$ cat src/nvc_defines.svh
/*
  Constants for the nvSRAM store/recall host controller: sequence addresses,
  pin widths and timing counts at a 50 MHz clock.
  Assumes inclusion by bare name from the package and the modules.
*/
`ifndef NVC_DEFINES_SVH
`define NVC_DEFINES_SVH

`define NVC_ADDR_W 13
`define NVC_DATA_W 8
`define NVC_CLK_NS 20
// -------------------------------------------------
// software sequence addresses
// -------------------------------------------------
`define NVC_SEQ_A0 13'h0000
`define NVC_SEQ_A1 13'h1555
`define NVC_SEQ_A2 13'h0AAA
`define NVC_SEQ_A3 13'h1FFF
`define NVC_SEQ_A4 13'h10F0
`define NVC_SEQ_STORE 13'h0F0F
`define NVC_SEQ_RECALL 13'h0F0E
// -------------------------------------------------
// timing (ns) and derived counts
// -------------------------------------------------
`define NVC_CYC_NS 100
`define NVC_CYC_CNT ((`NVC_CYC_NS + `NVC_CLK_NS - 1) / `NVC_CLK_NS)
`define NVC_CNT_W 20
`endif

$ cat src/nvc_pkg.sv
/*
  Types for the nvSRAM store/recall host controller.
  Assumes nvc_defines.svh is on the include path.
*/
`include "nvc_defines.svh"
package nvc_pkg;
  typedef enum logic [1:0] {
    NVC_CMD_READ,
    NVC_CMD_WRITE,
    NVC_CMD_SW_STORE,
    NVC_CMD_SW_RECALL
  } nvc_cmd_t;

  typedef struct packed {
    logic chipEnableN;
    logic writeEnableN;
    logic outputEnableN;
    logic [`NVC_ADDR_W-1:0] addr;
  } nvc_bus_t;
endpackage

$ cat src/nvc_timer.sv
/*
  Down counter used to wait out busy and delay intervals.
  Assumes a single clock domain; load takes priority over counting.
*/
`timescale 1ns/1ns
`include "nvc_defines.svh"
module nvc_timer
  import nvc_pkg::*;
(
  input wire logic clock,
  input wire logic reset_n,
  input wire logic load,
  input wire logic [`NVC_CNT_W-1:0] loadValue,
  output logic done
);
  logic [`NVC_CNT_W-1:0] count_q;

  always_ff @(posedge clock or negedge reset_n) begin
    if (!reset_n) begin
      count_q <= '0;
    end else if (load) begin
      count_q <= loadValue;
    end else if (count_q != '0) begin
      count_q <= count_q - `NVC_CNT_W'(1);
    end
  end

  // done must not look at load: load is built from done outside
  assign done = (count_q == '0);
endmodule

$ cat src/nvc_host_ctrl.sv
/*
  Host controller for an 8K x 8 nonvolatile SRAM: plain reads and writes,
  software store/recall sequences, hardware store via the request/busy line.
  Assumes device pins are synchronous to clock; the request/busy line is
  open drain, combined outside from busyOe_n.
*/
// Notes on behaviour
// - after hardware store, host releases request/busy before further access.
// - software store is six CE reads ending at address 0F0F.
// - software recall uses the same prefix ending at address 0F0E.
// - host builds sequences only from read cycles, chip-enable clocked.
// - host keeps write and chip enable inactive at end of power-up recall.
`timescale 1ns/1ns
`include "nvc_defines.svh"
module nvc_host_ctrl
  import nvc_pkg::*;
#(
  parameter int STORE_NS = 10000000,
  parameter int RECALL_NS = 20000,
  parameter int POWERUP_RECALL_NS = 40000000,
  parameter int DELAY_NS = 1000
)(
  input wire logic clock,
  input wire logic reset_n,
  input wire logic reqValid,
  input nvc_cmd_t reqCmd,
  input wire logic [`NVC_ADDR_W-1:0] reqAddr,
  input wire logic [`NVC_DATA_W-1:0] reqWData,
  input wire logic hwStoreReq,
  output logic reqReady,
  output logic rspValid,
  output logic [`NVC_DATA_W-1:0] rspRData,
  output nvc_bus_t memBus,
  output logic [`NVC_DATA_W-1:0] dqOut,
  output logic dqOe_n,
  input wire logic [`NVC_DATA_W-1:0] dqIn,
  output logic busyOe_n,
  input wire logic storeRequestBusyLine
);
  // -------------------------------------------------
  // timing counts (cycles, rounded up: these are waits)
  // -------------------------------------------------
  localparam int STORE_CYC = (STORE_NS + `NVC_CLK_NS - 1) / `NVC_CLK_NS;
  localparam int RECALL_CYC = (RECALL_NS + `NVC_CLK_NS - 1) / `NVC_CLK_NS;
  localparam int PUR_CYC = (POWERUP_RECALL_NS + `NVC_CLK_NS - 1) / `NVC_CLK_NS;
  localparam int DELAY_CYC = (DELAY_NS + `NVC_CLK_NS - 1) / `NVC_CLK_NS;

  typedef enum logic [3:0] {
    S_POWERUP, S_IDLE, S_CYCLE, S_GAP, S_SEQ, S_WAIT_NV,
    S_HW_DELAY, S_HW_BUSY, S_HW_RELEASE
  } nvc_state_t;

  nvc_state_t state_q;
  nvc_bus_t bus_q;
  logic [2:0] seqIdx_q;
  logic isWrite_q;
  logic isRecall_q;
  logic [`NVC_DATA_W-1:0] wData_q;
  logic reqReady_q;
  logic rspValid_q;
  logic [`NVC_DATA_W-1:0] rspRData_q;
  logic dqOe_n_q;
  logic busyOe_n_q;
  logic tLoad;
  logic [`NVC_CNT_W-1:0] tValue;
  logic tDone;

  // -------------------------------------------------
  // sequence address selection
  // -------------------------------------------------
  wire logic [`NVC_ADDR_W-1:0] seqAddr =
    (seqIdx_q == 3'h0) ? `NVC_SEQ_A0 :
    (seqIdx_q == 3'h1) ? `NVC_SEQ_A1 :
    (seqIdx_q == 3'h2) ? `NVC_SEQ_A2 :
    (seqIdx_q == 3'h3) ? `NVC_SEQ_A3 :
    (seqIdx_q == 3'h4) ? `NVC_SEQ_A4 :
    (isRecall_q ? `NVC_SEQ_RECALL : `NVC_SEQ_STORE);
  wire logic lineLow = !storeRequestBusyLine;
  wire logic takeReq = (state_q == S_IDLE) && reqValid && !lineLow;
  wire logic isSeqCmd = (reqCmd == NVC_CMD_SW_STORE) || (reqCmd == NVC_CMD_SW_RECALL);
  wire logic lastSeq = (seqIdx_q == 3'h5);

  always_comb begin
    tLoad = 1'b0;
    tValue = '0;
    // long wait only as the sixth pulse ends, not as it starts
    if (state_q == S_SEQ && lastSeq && !bus_q.chipEnableN && tDone) begin
      tLoad = 1'b1;
      tValue = isRecall_q ? `NVC_CNT_W'(RECALL_CYC) : `NVC_CNT_W'(STORE_CYC);
    end else if ((state_q == S_CYCLE || state_q == S_SEQ) && tDone) begin
      tLoad = 1'b1;
      tValue = `NVC_CNT_W'(`NVC_CYC_CNT);
    end else if (state_q == S_IDLE && hwStoreReq && !reqValid) begin
      tLoad = 1'b1;
      tValue = `NVC_CNT_W'(DELAY_CYC);
    end
  end

  nvc_timer u_timer (
    .clock(clock),
    .reset_n(reset_n),
    .load(tLoad || takeReq),
    .loadValue(takeReq ? `NVC_CNT_W'(`NVC_CYC_CNT) : tValue),
    .done(tDone)
  );

  // power-up recall wait counter, own so the timer stays free
  logic [25:0] purCnt_q;

  // -------------------------------------------------
  // main sequencer
  // -------------------------------------------------
  always_ff @(posedge clock or negedge reset_n) begin
    if (!reset_n) begin
      state_q <= S_POWERUP;
      bus_q <= '{chipEnableN: 1'b1, writeEnableN: 1'b1, outputEnableN: 1'b1, addr: '0};
      seqIdx_q <= 3'h0;
      isWrite_q <= 1'b0;
      isRecall_q <= 1'b0;
      wData_q <= '0;
      reqReady_q <= 1'b0;
      rspValid_q <= 1'b0;
      rspRData_q <= '0;
      dqOe_n_q <= 1'b1;
      busyOe_n_q <= 1'b1;
      purCnt_q <= '0;
    end else begin
      rspValid_q <= 1'b0;
      reqReady_q <= 1'b0;
      case (state_q)
        S_POWERUP: begin
          // controls held inactive so the recall ends outside a write
          purCnt_q <= purCnt_q + 26'h1;
          if (purCnt_q == 26'(PUR_CYC)) begin
            state_q <= S_IDLE;
          end
        end
        S_IDLE: begin
          if (takeReq) begin
            reqReady_q <= 1'b1;
            bus_q.chipEnableN <= 1'b0;
            if (isSeqCmd) begin
              // reads only, write enable high, restart at first address
              seqIdx_q <= 3'h0;
              isRecall_q <= (reqCmd == NVC_CMD_SW_RECALL);
              bus_q.addr <= `NVC_SEQ_A0;
              state_q <= S_SEQ;
            end else begin
              isWrite_q <= (reqCmd == NVC_CMD_WRITE);
              bus_q.addr <= reqAddr;
              bus_q.writeEnableN <= (reqCmd != NVC_CMD_WRITE);
              bus_q.outputEnableN <= (reqCmd == NVC_CMD_WRITE);
              dqOe_n_q <= (reqCmd != NVC_CMD_WRITE);
              wData_q <= reqWData;
              state_q <= S_CYCLE;
            end
          end else if (hwStoreReq && !reqValid) begin
            busyOe_n_q <= 1'b0;
            state_q <= S_HW_DELAY;
          end
        end
        S_CYCLE: begin
          if (tDone) begin
            if (!isWrite_q) begin
              rspValid_q <= 1'b1;
              rspRData_q <= dqIn;
            end
            bus_q.chipEnableN <= 1'b1;
            bus_q.writeEnableN <= 1'b1;
            bus_q.outputEnableN <= 1'b1;
            dqOe_n_q <= 1'b1;
            state_q <= S_GAP;
          end
        end
        S_GAP: begin
          state_q <= S_IDLE;
        end
        S_SEQ: begin
          // CE pulses, each CE low then CE high for NVC_CYC_CNT + 1 cycles, no other access between them
          if (tDone) begin
            if (bus_q.chipEnableN) begin
              bus_q.chipEnableN <= 1'b0;
              bus_q.addr <= seqAddr;
            end else if (lastSeq) begin
              bus_q.chipEnableN <= 1'b1;
              state_q <= S_WAIT_NV;
            end else begin
              bus_q.chipEnableN <= 1'b1;
              seqIdx_q <= seqIdx_q + 3'h1;
            end
          end
        end
        S_WAIT_NV: begin
          if (tDone && !lineLow) begin
            state_q <= S_IDLE;
          end
        end
        S_HW_DELAY: begin
          // device decides during the delay whether a store runs
          if (tDone) begin
            state_q <= S_HW_BUSY;
          end
        end
        S_HW_BUSY: begin
          // device keeps the line low while storing; release then
          busyOe_n_q <= 1'b1;
          state_q <= S_HW_RELEASE;
        end
        S_HW_RELEASE: begin
          if (!lineLow) begin
            state_q <= S_IDLE;
          end
        end
        default: begin
          state_q <= S_IDLE;
        end
      endcase
    end
  end

  assign reqReady = reqReady_q;
  assign rspValid = rspValid_q;
  assign rspRData = rspRData_q;
  assign memBus = bus_q;
  assign dqOut = wData_q;
  assign dqOe_n = dqOe_n_q;
  assign busyOe_n = busyOe_n_q;

  // -------------------------------------------------
  // checks
  // -------------------------------------------------
  property p_noWriteInSeq;
    @(posedge clock) disable iff (!reset_n)
      (state_q == S_SEQ) |-> bus_q.writeEnableN;
  endproperty
  a_noWriteInSeq: assert property (p_noWriteInSeq) else $error("write enable low in sequence");

  property p_noWriteLineLow;
    @(posedge clock) disable iff (!reset_n)
      (lineLow && bus_q.writeEnableN) |=> bus_q.writeEnableN;
  endproperty
  a_noWriteLineLow: assert property (p_noWriteLineLow) else $error("write started while line low");

  property p_hwRelease;
    @(posedge clock) disable iff (!reset_n)
      (state_q == S_HW_BUSY) |=> busyOe_n_q;
  endproperty
  a_hwRelease: assert property (p_hwRelease) else $error("request line not released");

  property p_powerupQuiet;
    @(posedge clock) disable iff (!reset_n)
      (state_q == S_POWERUP) |-> (bus_q.chipEnableN && bus_q.writeEnableN);
  endproperty
  a_powerupQuiet: assert property (p_powerupQuiet) else $error("access during power-up recall");

  property p_nvWaitQuiet;
    @(posedge clock) disable iff (!reset_n)
      (state_q == S_WAIT_NV) |-> (bus_q.chipEnableN && dqOe_n_q);
  endproperty
  a_nvWaitQuiet: assert property (p_nvWaitQuiet) else $error("access during nonvolatile cycle");

  property p_hwDelayDrive;
    @(posedge clock) disable iff (!reset_n)
      (state_q == S_HW_DELAY) |-> (!busyOe_n_q && bus_q.chipEnableN);
  endproperty
  a_hwDelayDrive: assert property (p_hwDelayDrive) else $error("request line not held in delay");
endmodule

$ cat config.mk
export PLATFORM = sky130hd
export DESIGN_NAME = nvc_host_ctrl
export DESIGN_NICKNAME = d
export VERILOG_FILES = /design/src/nvc_pkg.sv /design/src/nvc_timer.sv /design/src/nvc_host_ctrl.sv
export VERILOG_INCLUDE_DIRS = /design/src
export SDC_FILE = /design/constraint.sdc
export NUM_CORES = 1
export LEC_CHECK = 0
export CORE_UTILIZATION = 30
export CTS_BUF_LIST = sky130_fd_sc_hd__clkbuf_8 sky130_fd_sc_hd__clkbuf_16
export DETAILED_ROUTE_END_ITERATION = 10
export DONT_BUFFER_PORTS = 1
export GPL_ROUTABILITY_DRIVEN = 0
export GPL_TIMING_DRIVEN = 0
export PLACE_DENSITY = 0.48
export SLEW_MARGIN = 10
export SYNTH_ARGS = -nofsm -noshare
export SYNTH_HDL_FRONTEND = slang
export SYNTH_HIERARCHICAL = 1
export SYNTH_SLANG_ARGS = --single-unit
$ cat constraint.sdc
create_clock -name clock -period 8.91 [get_ports clock]
set_input_delay 0.891 -clock clock [delete_from_list [all_inputs] [get_ports clock]]
set_output_delay 0.891 -clock clock [all_outputs]
set_load 0.01 [all_outputs]
## Yosys cells after proc, flatten, opt, wreduce, memory -nomap -nowiden

Cells that the tools add are included.

| word-level totals | value |
|---|---|
| bits in registers | 91 |
| input bits | 36 |
| output and inout bits | 36 |
| logic and storage cells | 144 |

| cells by class | value |
|---|---|
| muxes and demuxes | 57 |
| reduce and logical (&&, ||, !) cells | 33 |
| add/sub/neg operators | 3 |
| eq/ne operators | 33 |
| bitwise gates (word level) | 2 |

Operators by type and width:

| operator | count |
|---|---|
| $mux W13 | 8 |
| $mux W20 | 4 |
| $mux W4 | 10 |
| $pmux W4 S8 | 1 |
| $ne A2 B2 Y1 const B | 14 |
| $add A26 B1 Y26 const B | 1 |
| $eq A26 B21 Y1 const B | 1 |
| $pmux W13 S2 | 1 |
| $mux W3 | 7 |
| $logic_not A20 Y1 | 1 |
| $reduce_bool A20 Y1 | 1 |
| $sub A20 B1 Y20 const B | 1 |
| $mux W19 | 1 |
| $eq A4 B3 Y1 const B | 4 |
| $mux W1 | 16 |
| $mux W16 | 1 |
| $mux W6 | 2 |
| $reduce_and A3 Y1 | 4 |
| $reduce_and A4 Y1 | 3 |
| $logic_and A1 B1 Y1 | 10 |
| $reduce_and A9 Y1 | 1 |
| $reduce_bool A2 Y1 | 4 |
| $eq A3 B2 Y1 const B | 2 |
| $eq A3 B3 Y1 const B | 2 |
| 21 further kinds | 28 |

## Logic depth before layout (Yosys ltp)

Gate-level depths: netlist of run 1.

| depth | value |
|---|---|
| depth in word-level cells | 9 |
| mapped depth | 15 |

## Cells and area by module

Netlist of run 1, hierarchy kept.

By module, submodules not included:

| module | cells an instance | area each (sq um) | instances |
|---|---|---|---|
| nvc_host_ctrl | 321 | 3479.6 | 1 |
| nvc_timer | 127 | 1184.9 | 1 |

## Worst setup path after synthesis of run 1

No wires, ideal clock.

| timing | value |
|---|---|
| path type | reg-to-reg |
| from | register u_timer.count_q[16] |
| to | register u_timer.count_q[17] |
| arrival | 2.891 ns |
| stages on the path, launching flop included | 13 |
| slack | 5.932 ns |
| library setup time | 0.087 ns |
| buffers on the path | 2 |
| path through | dfrtp_1 -> or3_4 -> or4_4 -> or2_1 -> inv_1 -> buf_6 -> clkbuf_2 -> nand2_2 -> or3_4 -> nor2_1 -> nand2_1 -> o41a_1 -> a22oi_1 |

| on the way | value |
|---|---|
| cells in the longest elaborated chain, start to end | 6 |

RTL lines:

| item | line | text |
|---|---|---|
| from (decl) | nvc_timer.sv:16 | `` logic [`NVC_CNT_W-1:0] count_q; `` |
| from (signal assigned) | nvc_timer.sv:22 | `count_q <= loadValue;` |
| from (signal assigned) | nvc_timer.sv:24 | `` count_q <= count_q - `NVC_CNT_W'(1); `` |
| $logic_not A20 Y1 (*) | nvc_timer.sv:29 | `assign done = (count_q == '0);` |
| net tDone | nvc_host_ctrl.sv:66 | `logic tDone;` |
| $logic_and A1 B1 Y1 | nvc_host_ctrl.sv:90 | `end else if ((state_q == S_CYCLE \|\| state_q == S_SEQ) && tDone) begin` |
| $mux W1 | nvc_host_ctrl.sv:90 |  |
| $mux W1 | nvc_host_ctrl.sv:87 | `if (state_q == S_SEQ && lastSeq && !bus_q.chipEnableN && tDone) begin` |
| $logic_or A1 B1 Y1 | nvc_host_ctrl.sv:102 | `.load(tLoad \|\| takeReq),` |
| $mux W20 / $reduce_bool A2 Y1 (equally long branches) | - |  |

Mark *: on every way through the listed nets, which the timed path passes. The rest lies on a longest branch. The select of a mux whose other input is x is not followed.
A chain may end at the register's enable or synchronous reset.

## Worst setup path after layout of run 1

| timing | value |
|---|---|
| from | register u_timer.count_q[10] |
| to | register u_timer.count_q[5] |

| on the way | value |
|---|---|
| cells in the longest elaborated chain, start to end | 6 |

RTL lines:

| item | line |
|---|---|
| $logic_not A20 Y1 (*) | nvc_timer.sv:29 |
| net tDone | nvc_host_ctrl.sv:66 |
| $logic_and A1 B1 Y1 | nvc_host_ctrl.sv:90 |
| $mux W6 / $mux W1 (equally long branches) | nvc_host_ctrl.sv:90 |
| $mux W20 / $mux W1 (equally long branches) | nvc_host_ctrl.sv:87 |
| $mux W20 / $logic_or A1 B1 Y1 (equally long branches) | nvc_host_ctrl.sv:103, nvc_host_ctrl.sv:102 |
| $mux W20 / $reduce_bool A2 Y1 (equally long branches) | - |

Mark *: on every way through the listed nets, which the timed path passes. The rest lies on a longest branch.

==> summary.txt, run 1 <==
Outcome
  – Outcome: completed

Synthesis
  – Syn Area/Cell: 10.4 um^2
  – Sequential area share after synthesis: 0.484
  – Top-count cell post-synth: dfrtp_1
  – Most frequent cells after synthesis: dfrtp_1, nand2_1, nor2_1, a21oi_1, xnor2_1
  – Cell accounting for the most synthesized area: dfrtp_1
  – Syn Inst Count: 448
  – Ys async rst share: 1.00
  – Seq cells post-synth: 90
  – Post-synth EDFFs: 0
  – Yosys warns: 6
  – Mapped Area: 0.00466 mm^2
  – Top cell type's share of synthesized area: 0.461
  – Synth area leaders: dfrtp_1, xnor2_1, mux2_2
  – Top_reg_cell synth: dfrtp_1
  – Post-synth cell types: 72

Drt
  – Post-DR wirelength/cell: 15.6 um
  – DR vias/cell: 5.07
  – First-pass iteration count of the detailed router: 5
  – Routed WL: 10.2 mm
  – Post-DRT Antenna Nets: 0
  – Drt initial violations: 177
  – DRC: 0
  – Vias: 3323

Critical path
  – CP delay by family, top: simple AND/OR/NAND/NOR gates
  – Register-to-register setup slack: 5.16 ns
  – CP Data Required Time: 9.15 ns
  – CP Max Fanout: 10
  – Setup crit start kind: flop
  – Cell depth of the worst setup path: 12
  – Crit path kind: flop to flop
  – Crit. Startpoint: u_timer/count_q[10]
  – Slowest-stage cell, CP: nor4_2
  – Worst r2r src: u_timer/count_q[10]
  – RR Endpoint: u_timer/count_q[5]
  – Cell breakdown of the critical path: nor4_2, nand3_1, or2_1, inv_1, buf_6, clkbuf_2, a31oi_1, nand2_1, clkbuf_1, clkbuf_1, nand2_1, o31ai_1
  – Crit path buffers/inverters: 5
  – Largest stage delay on the critical path: 0.48 ns
  – Crit end category: flop
  – WP data arrival: 3.99 ns
  – FF-to-FF path depth: 12

GRT
  – Remaining global-route overflow: 0
  – Initial antenna violation count: 0
  – Largest net degree at the start of global routing: 91
  – Vias in the first global route: 3380
  – First-pass GRT wire length: 17.4 mm
  – GRT Util Overall: 0.136

STA
  – Final Skew: 0.00651 ns
  – Max-slew violations: 0
  – Setup violators final: 0
  – Minimum clock period after layout: 3.75 ns
  – Setup TNS: 0 ns
  – RSZ-0062 raised after global routing: no
  – Slew @ Worst Pin: 1.01 ns
  – Tcrit/Tclk final: 0.420
  – Final count of hold timing violations: 0
  – Max Clk Rate: 0.267 GHz
  – Relative slew slack: 0.322

Floorplanning
  – Die Y: 127 um
  – Core area: 0.0152 mm^2
  – Initial Util: 0.307
  – Die ar.: 0.0161 mm^2
  – Top Ports: 72
  – DIE WIDTH: 127 um
  – Row cnt: 45

Final layout
  – N_diodes: 0
  – Area of the multi-input gates: 0.00221 mm^2
  – Fillers: 1535
  – Reg area: 0.00226 mm^2
  – Final #Nets: 508
  – Post-route non-filler standard cell count: 656
  – Area grow syn2layout: 11.9%
  – Share of layout cells above drive strength 1: 0.165

Clocking
  – CTS tree: yes
  – Postcts setup bufs: 0
  – Post-CTS sizing: 0
  – Clock-pin slew on the worst setup and hold paths: 0.07 ns
  – Hold buffer count at CTS: 0
  – Worst-skew pair later-pin latency: 0.34 ns
  – CTS sink count: 90
  – CTS H-Tree Depth: 3
  – CTS Root Cell: clkbuf_16
  – CTS max path bufs: 2
  – TritonCTS buffer count: 9

Power and ir drop
  – Int Power: 0.977 mW
  – Largest vdd supply drop: 0.142 mV
  – Switching power total: 0.587 mW
  – Combinational fraction of design power: 0.305
  – Clock power share: 0.250
  – Sequential Power Share: 0.445
  – Pwr Total: 1.56 mW
  – PD cells: 300 mW/mm^2
  – Switching Fraction: 0.375
  – Lkg Pwr: 2.19 nW

Job
  – Maxcap violations: 0

Placement
  – Post-DP HPWL: 7.26 mm
  – IO buf count: 0
  – Dpl cells: 640

Min path
  – Hold Path Class: input pin to asynchronous set/reset pin
==> per-stage QoR <==
stage / worst slack, ns / utilization / instance area, um^2 / hold slack [ns]
final: 5.16 / 0.343 / 5220 / 0.247
after global routing: 4.79 / 0.343 / 5220 / 0.225
after CTS: 5.20 / 0.343 / 5220 / 0.234
after detailed placement: 5.23 / 0.323 / 4910 / 0.466
after global placement: 5.23 / 0.323 / 4910 / 0.457
after floorplan: 5.93 / - / 4680 / 0.439
==> per-layer routing <==
layer,global-route usage,share of wire
met5,0,0
met4,0.0357,0.0078
met3,0.0329,0.040
met2,0.207,0.46
met1,0.193,0.49
==> layout make-up <==
| type | count | share of cell area |
|---|---|---|
| Inverter | 21 | 0.0151 |
| Clock inverter | 7 | 0.0156 |
| Multi-Input combinational cell | 324 | 0.424 |
| Clock buffer | 9 | 0.0431 |
| Buffer | 17 | 0.0247 |
| Sequential cell | 90 | 0.432 |
| Tap cell | 188 | 0.0451 |
==> registers in the layout, indices dropped and copies added (netlist names) <==
| name | count |
|---|---|
| rspRData | 8 |
| u_timer/count_q | 20 |
| reqReady | 1 |
| memBus | 16 |
| rspValid | 1 |
| purCnt_q | 26 |
| isRecall_q | 1 |
| dqOut | 8 |
| busyOe_n | 1 |
| state_q | 4 |
| isWrite_q | 1 |
| seqIdx_q | 3 |
==> power groups by stage <==
stage	clock network, mW	registers (mW)	logic (mW)
after global routing	0.423	0.714	0.544
after CTS	0.405	0.696	0.480
after detailed placement	0	0.703	0.478
after global placement	0	0.700	0.465
final	0.392	0.696	0.477
after floorplan	0	0.666	0.393
==> layout by cell type (no fill, tap or decap), types with 4 or more instances in the layout <==
master,instances
a21oi_1,27
nor4_1,6
mux2_2,17
clkbuf_16,9
a22oi_1,4
nand4_1,13
xnor2_1,23
dfstp_2,4
buf_6,4
ha_1,9
nor3_1,6
nand3_1,19
o21ai_0,11
a31oi_1,4
and3_1,7
nor4b_1,4
conb_1,5
a21oi_2,7
inv_1,20
and2_1,5
o31ai_1,12
dfrtp_1,86
clkbuf_1,5
nor2_1,34
xor2_1,13
nand2_1,38
==> kinds of logic (layout without fill, tap and decap cells) <==
group,Yosys count,in the layout,share of synthesized area
other,1,5,0.000804
adder cells (fa/ha/maj),9,9,0.0241
XOR/XNOR,36,36,0.0676
buffers and inverters,38,54,0.0445
multiplexers,20,20,0.0477
flip-flops,90,90,0.484
AO/OA/AOI/OAI,89,89,0.131
AND/OR/NAND/NOR,165,165,0.200
==> worst max-delay path by stage <==
stage	slack (ns)	end
2_1_floorplan	5.93	u_timer/count_q[17]
3_3_place_gp	5.23	u_timer/count_q[5]
3_5_place_dp	5.23	u_timer/count_q[6]
4_1_cts	5.20	u_timer/count_q[6]
5_1_grt	4.79	u_timer/count_q[13]
6_report	5.16	u_timer/count_q[5]
Note: power is estimated with default switching activity, not from simulation.
==> inputs of run 2 (changes only) <==
Clock period 8.91 ns to 3.55 ns, I/O delays scaled along.
==> summary.txt, run 2 (synthesis results as in run 1) <==
Outcome
  – Outcome: completed

GRT
  – Met3 global-route usage: 0.0325 (-0.000422)
  – GR Layer Usage met1: 0.193 (unchanged)
  – Remaining global-route overflow: 0 (unchanged)
  – GRT Util Overall: 0.136 (+0.000366)
  – Initial antenna violation count: 0 (unchanged)
  – First-pass GRT wire length: 17.5 mm (+0.36%)
  – Routing usage on met2: 0.208 (+0.00162)
  – Gr busiest metal: met2
  – Vias in the first global route: 3393 (+0.38%)
  – Largest net degree at the start of global routing: 91 (unchanged)

Final layout
  – Area of the multi-input gates: 0.00225 mm^2 (+1.8%)
  – Fillers: 1532 (-0.20%)
  – Share of layout cells above drive strength 1: 0.179 (+0.0142)
  – Most frequent cells in the layout: dfrtp_1, nand2_1, nor2_1
  – N_diodes: 0 (unchanged)
  – Utilization after layout: 0.349 (+0.00543)
  – Fin area: 0.00530 mm^2 (+1.6%)
  – Final #Nets: 510 (+0.39%)
  – Commonest non-fill, non-tap cell in the layout: dfrtp_1
  – Reg area: 0.00226 mm^2 (unchanged)
  – Area grow syn2layout: 13.7%
  – Post-route non-filler standard cell count: 658 (+0.30%)
  – Most flops, register: purCnt_q
  – Max reg flops: 26 (unchanged)

Critical path
  – Crit path kind: flop to flop
  – RR Endpoint: u_timer/count_q[7]
  – Worst r2r src: u_timer/count_q[16]
  – Crit end category: flop
  – CP Max Fanout: 10 (unchanged)
  – FF-to-FF path depth: 13 (+1)
  – Register-to-register setup slack: 0.19 ns (-4.97 ns)
  – CP Data Required Time: 3.78 ns (-5.37 ns)
  – WP data arrival: 3.59 ns (-0.40 ns)
  – Setup crit start kind: flop

Min path
  – Hold Path Class: input pin to flop
  – Worst hold stages: 1
  – HP Start: dqIn[2]
  – Worst Hold End: rspRData[2]

Clocking
  – CTS max path bufs: 2 (unchanged)
  – CTS Root Cell: clkbuf_16
  – CTS tree: yes
  – TritonCTS buffer count: 9 (unchanged)
  – CTS sink count: 90 (unchanged)
  – Worst-skew pair later-pin latency: 0.34 ns (about the same)
  – Postcts setup bufs: 0 (unchanged)
  – CTS H-Tree Depth: 3 (unchanged)
  – Clock-pin slew on the worst setup and hold paths: 0.07 ns (about the same)

Floorplanning
  – DIE WIDTH: 127 um (unchanged)
  – Initial Util: 0.307 (unchanged)
  – Die ar.: 0.0161 mm^2 (unchanged)
  – Die Y: 127 um (unchanged)
  – Top Ports: 72 (unchanged)
  – Row cnt: 45 (unchanged)
  – Core area: 0.0152 mm^2 (unchanged)

Drt
  – Vias: 3343 (+0.60%)
  – First-pass iteration count of the detailed router: 4 (-1)
  – Post-DRT Antenna Nets: 0 (unchanged)
  – DRC: 0 (unchanged)
  – Routed WL: 10.3 mm (+0.53%)
  – DR vias/cell: 5.08 (+0.30%)
  – Post-DR wirelength/cell: 15.6 um (+0.22%)
  – Drt initial violations: 194 (+9.6%)

Power and ir drop
  – PD cells: 754 mW/mm^2 (+150%)
  – Pwr Total: 4.00 mW (+160%)
  – Lkg Pwr: 2.22 nW (+1.5%)
  – Largest vdd supply drop: 0.357 mV (+150%)

Placement
  – IO buf count: 0 (unchanged)
  – Post-DP HPWL: 7.26 mm (unchanged)
  – Cell Area, Placed: 0.00491 mm^2 (unchanged)
  – Dpl cells: 640 (unchanged)

STA
  – Slew @ Worst Pin: 0.985 ns (-0.0225 ns)
  – Min Hold Slack: 0.160 ns (-0.0872 ns)
  – Tcrit/Tclk final: 0.946 (+0.525)
  – RSZ-0062 raised after global routing: no
  – Final Skew: 0.00676 ns (+0.000250 ns)
  – Setup violators final: 0 (unchanged)
  – Relative slew slack: 0.337 (+0.0152)
  – Max-slew violations: 0 (unchanged)
  – Final count of hold timing violations: 0 (unchanged)
  – Minimum clock period after layout: 3.36 ns (-0.389 ns)
  – Max Clk Rate: 0.298 GHz (+12%)

Job
  – Maxcap violations: 0 (unchanged)
## run 2: worst max-delay path by stage
stage	from	endpoint	slack, ns
after floorplan	u_timer/count_q[16]	u_timer/count_q[17]	0.57
after global placement	u_timer/count_q[10]	u_timer/count_q[5]	-0.13
after detailed placement	u_timer/count_q[10]	u_timer/count_q[6]	-0.13
after CTS	u_timer/count_q[10]	u_timer/count_q[18]	0.01
after global routing	u_timer/count_q[16]	u_timer/count_q[13]	0.03
final	u_timer/count_q[16]	u_timer/count_q[7]	0.19
## run 2: area by class of cell
type                       instances  share of cell area
multi-input combinational        324               0.425
inverter                          21              0.0149
timing repair buffer               2             0.00708
clock buffer                       9              0.0425
clock inverter                     7              0.0153
sequential                        90               0.426
buffer                            17              0.0252
tap                              188              0.0444
## run 2: metrics by stage
stage	setup WS, ns	TNS (ns)
2_1_floorplan	0.572	0
3_3_place_gp	-0.127	-0.774
3_5_place_dp	-0.134	-0.802
4_1_cts	0.00985	0
5_1_grt	0.0276	0
6_report	0.193	0
## run 2: per-layer routing
| metal | vias to the layer above | routed length [um] | part of all wire |
|---|---|---|---|
| met1 | 1645 | 5110 | 0.50 |
| met5 | - | 0 | 0 |
| met2 | 57 | 4690 | 0.46 |
| li1 | 1633 | - | - |
| met3 | 8 | 370 | 0.036 |
| met4 | 0 | 93 | 0.0091 |
## run 2: critical path, cell delays in order, from the launching register on
cell and delay, ns:
dfrtp_1 0.43, or3_4 0.42, or4_4 0.54, or2_1 0.29, inv_1 0.10, buf_6 0.15, clkbuf_2 0.23, nand2_2 0.11
or3_4 0.38, inv_2 0.09, and2_1 0.24, and2_1 0.15, a31oi_1 0.04, o41ai_1 0.08
## run 2: what timing repair did
action | CTS | global route
hold buffers | 2 | 0
endpoints found under the setup margin | 7 | 26
endpoints found under the hold margin | 90 | 0
resized for setup | 2 | 9
## run 2: where the power goes
| group | switching (mW) | leakage (nW) | internal [mW] |
|---|---|---|---|
| clock | 0.426 | 0.153 | 0.558 |
| sequential | 0.399 | 1.14 | 1.36 |
| combinational | 0.698 | 0.932 | 0.556 |
==> inputs of run 3 (changes only) <==
Settings changed: PLACE_DENSITY 0.48 to not set.
==> summary.txt, run 3 (synthesis results as in run 1) <==
Outcome
  – Outcome: completed

Final layout
  – Fin area: 0.00527 mm^2 (-0.61%)
  – Post-route non-filler standard cell count: 658 (unchanged)
  – Area grow syn2layout: 13.0%
  – Reg area: 0.00226 mm^2 (unchanged)
  – Max reg flops: 26 (unchanged)
  – Area of the multi-input gates: 0.00224 mm^2 (-0.61%)
  – N_diodes: 0 (unchanged)
  – Commonest non-fill, non-tap cell in the layout: dfrtp_1
  – Final #Nets: 510 (unchanged)
  – Fillers: 1535 (+0.20%)
  – Most frequent cells in the layout: dfrtp_1, nand2_1, nor2_1
  – Most flops, register: purCnt_q
  – Share of layout cells above drive strength 1: 0.172 (-0.00638)

Critical path
  – Crit end category: flop
  – RR Endpoint: state_q[1]
  – Crit path kind: flop to flop
  – FF-to-FF path depth: 11 (-2)
  – Crit path to: state_q[1]
  – Crit. Startpoint: u_timer/count_q[16]
  – WP data arrival: 3.62 ns (+0.03 ns)
  – Register-to-register setup slack: 0.18 ns (about the same)
  – CP Data Required Time: 3.80 ns (+0.02 ns)
  – Setup crit start kind: flop
  – CP Max Fanout: 10 (unchanged)
  – Worst r2r src: u_timer/count_q[16]

Drt
  – Max layer used: met4
  – DR vias/cell: 5.20 (+2.4%)
  – Post-DR wirelength/cell: 15.7 um (+0.36%)
  – Met1 WL: 4.78 mm (-6.5%)
  – First-pass iteration count of the detailed router: 4 (unchanged)
  – Drt initial violations: 186 (-4.1%)
  – Routed WL: 10.3 mm (+0.36%)
  – Vias: 3423 (+2.4%)
  – DRC: 0 (unchanged)
  – Routed wl met3: 453 um (+22%)
  – Met2 WL: 4.98 mm (+6.1%)
  – Post-DRT Antenna Nets: 0 (unchanged)

Floorplanning
  – Die Y: 127 um (unchanged)
  – Initial Util: 0.307 (unchanged)
  – Top Ports: 72 (unchanged)
  – Core area: 0.0152 mm^2 (unchanged)
  – DIE WIDTH: 127 um (unchanged)
  – Row cnt: 45 (unchanged)
  – Die ar.: 0.0161 mm^2 (unchanged)

STA
  – Tcrit/Tclk final: 0.950 (+0.00394)
  – Relative slew slack: 0.331 (-0.00575)
  – Min Hold Slack: 0.158 ns (-0.00195 ns)
  – Max Clk Rate: 0.297 GHz (-0.41%)
  – Slew @ Worst Pin: 1.00 ns (+0.0155 ns)
  – Minimum clock period after layout: 3.37 ns (+0.0140 ns)
  – Setup violators final: 0 (unchanged)
  – Setup TNS: 0 ns (unchanged)
  – RSZ-0062 raised after global routing: no
  – Final Skew: 0.00701 ns (+0.000251 ns)
  – Final count of hold timing violations: 0 (unchanged)
  – Max-slew violations: 0 (unchanged)

Clocking
  – TritonCTS buffer count: 9 (unchanged)
  – CTS Root Cell: clkbuf_16
  – CTS sink count: 90 (unchanged)
  – CTS max path bufs: 2 (unchanged)
  – Clock-pin slew on the worst setup and hold paths: 0.06 ns (about the same)
  – Worst-skew pair later-pin latency: 0.34 ns (about the same)
  – CTS tree: yes
  – CTS H-Tree Depth: 3 (unchanged)

Placement
  – Dpl cells: 640 (unchanged)
  – Cell Area, Placed: 0.00491 mm^2 (unchanged)
  – Post-DP HPWL: 7.21 mm (-0.57%)
  – IO buf count: 0 (unchanged)

Power and ir drop
  – Largest vdd supply drop: 0.304 mV (-15%)
  – Lkg Pwr: 2.22 nW (about the same)
  – PD cells: 749 mW/mm^2 (-0.72%)

GRT
  – Initial antenna violation count: 0 (unchanged)
  – GRT Util Overall: 0.133 (-0.00287)
  – First-pass GRT wire length: 17.2 mm (-1.8%)
  – Vias in the first global route: 3415 (+0.65%)
  – Largest net degree at the start of global routing: 91 (unchanged)
  – Remaining global-route overflow: 0 (unchanged)

Job
  – Maxcap violations: 0 (unchanged)

Min path
  – Hold Path Class: input pin to flop
  – Worst hold stages: 1 (unchanged)
## run 3: changes by cell type in the layout (fill, tap and decap cells not counted), sizes merged
cell	change
inv	-1
buf	+1
## run 3: critical path, cell delays in order (launching register included)
cell      delay (ns)
dfrtp_1         0.43
or3_4           0.42
or4_4           0.54
or2_1           0.27
inv_1           0.10
buf_6           0.15
clkbuf_2        0.23
or3b_2          0.16
a21oi_2         0.06
nor4_2          0.49
nand2_1         0.17
o31ai_1         0.26
## run 3: through the flow
step	total power [mW]	utilization	setup WS, ns
after floorplan	2.66	-	0.572
after global placement	2.90	0.323	-0.0343
after detailed placement	2.95	0.323	-0.0776
after CTS	3.94	0.345	0.0347
after global routing	4.20	0.347	0.0110
final	3.95	0.347	0.179
## run 3: area by class of cell
class / instances / share of cell area
clock buffer: 10 / 0.0453
sequential: 90 / 0.428
buffer: 17 / 0.0249
inverter: 21 / 0.0150
tap: 188 / 0.0446
multi-input combinational: 324 / 0.425
timing repair buffer: 2 / 0.00712
clock inverter: 6 / 0.00973
## run 3: worst min path at each step
stage / slack [ns] / end / start
3_5_place_dp: 0.06 / rspRData[7] / reset_n
3_3_place_gp: 0.06 / rspRData[7] / reset_n
2_1_floorplan: 0.06 / dqOut[0] / reset_n
5_1_grt: 0.15 / dqOut[6] / reqWData[6]
4_1_cts: 0.15 / dqOut[3] / reqWData[3]
6_report: 0.16 / dqOut[3] / reqWData[3]
## run 3: metal layers
| metal | vias up | global-route usage |
|---|---|---|
| li1 | 1630 | - |
| met1 | 1707 | 0.179 |
| met2 | 77 | 0.211 |
| met3 | 9 | 0.0346 |
| met4 | 0 | 0.0413 |
| met5 | - | 0 |
## run 3: power breakdown
group	internal, mW	leakage [nW]	total [mW]	switching, mW
clock	0.555	0.156	0.944	0.389
sequential	1.36	1.14	1.76	0.396
combinational	0.548	0.928	1.24	0.694
total	2.47	2.22	3.95	1.48
## run 3: what timing repair did
| item | 4_1_cts | 5_1_grt |
|---|---|---|
| setup endpoints to repair | 7 | 22 |
| gates resized for setup | 1 | 8 |
| endpoints found under the hold margin | 90 | 0 |
| hold buffers | 2 | 0 |
| setup buffers | 0 | 0 |
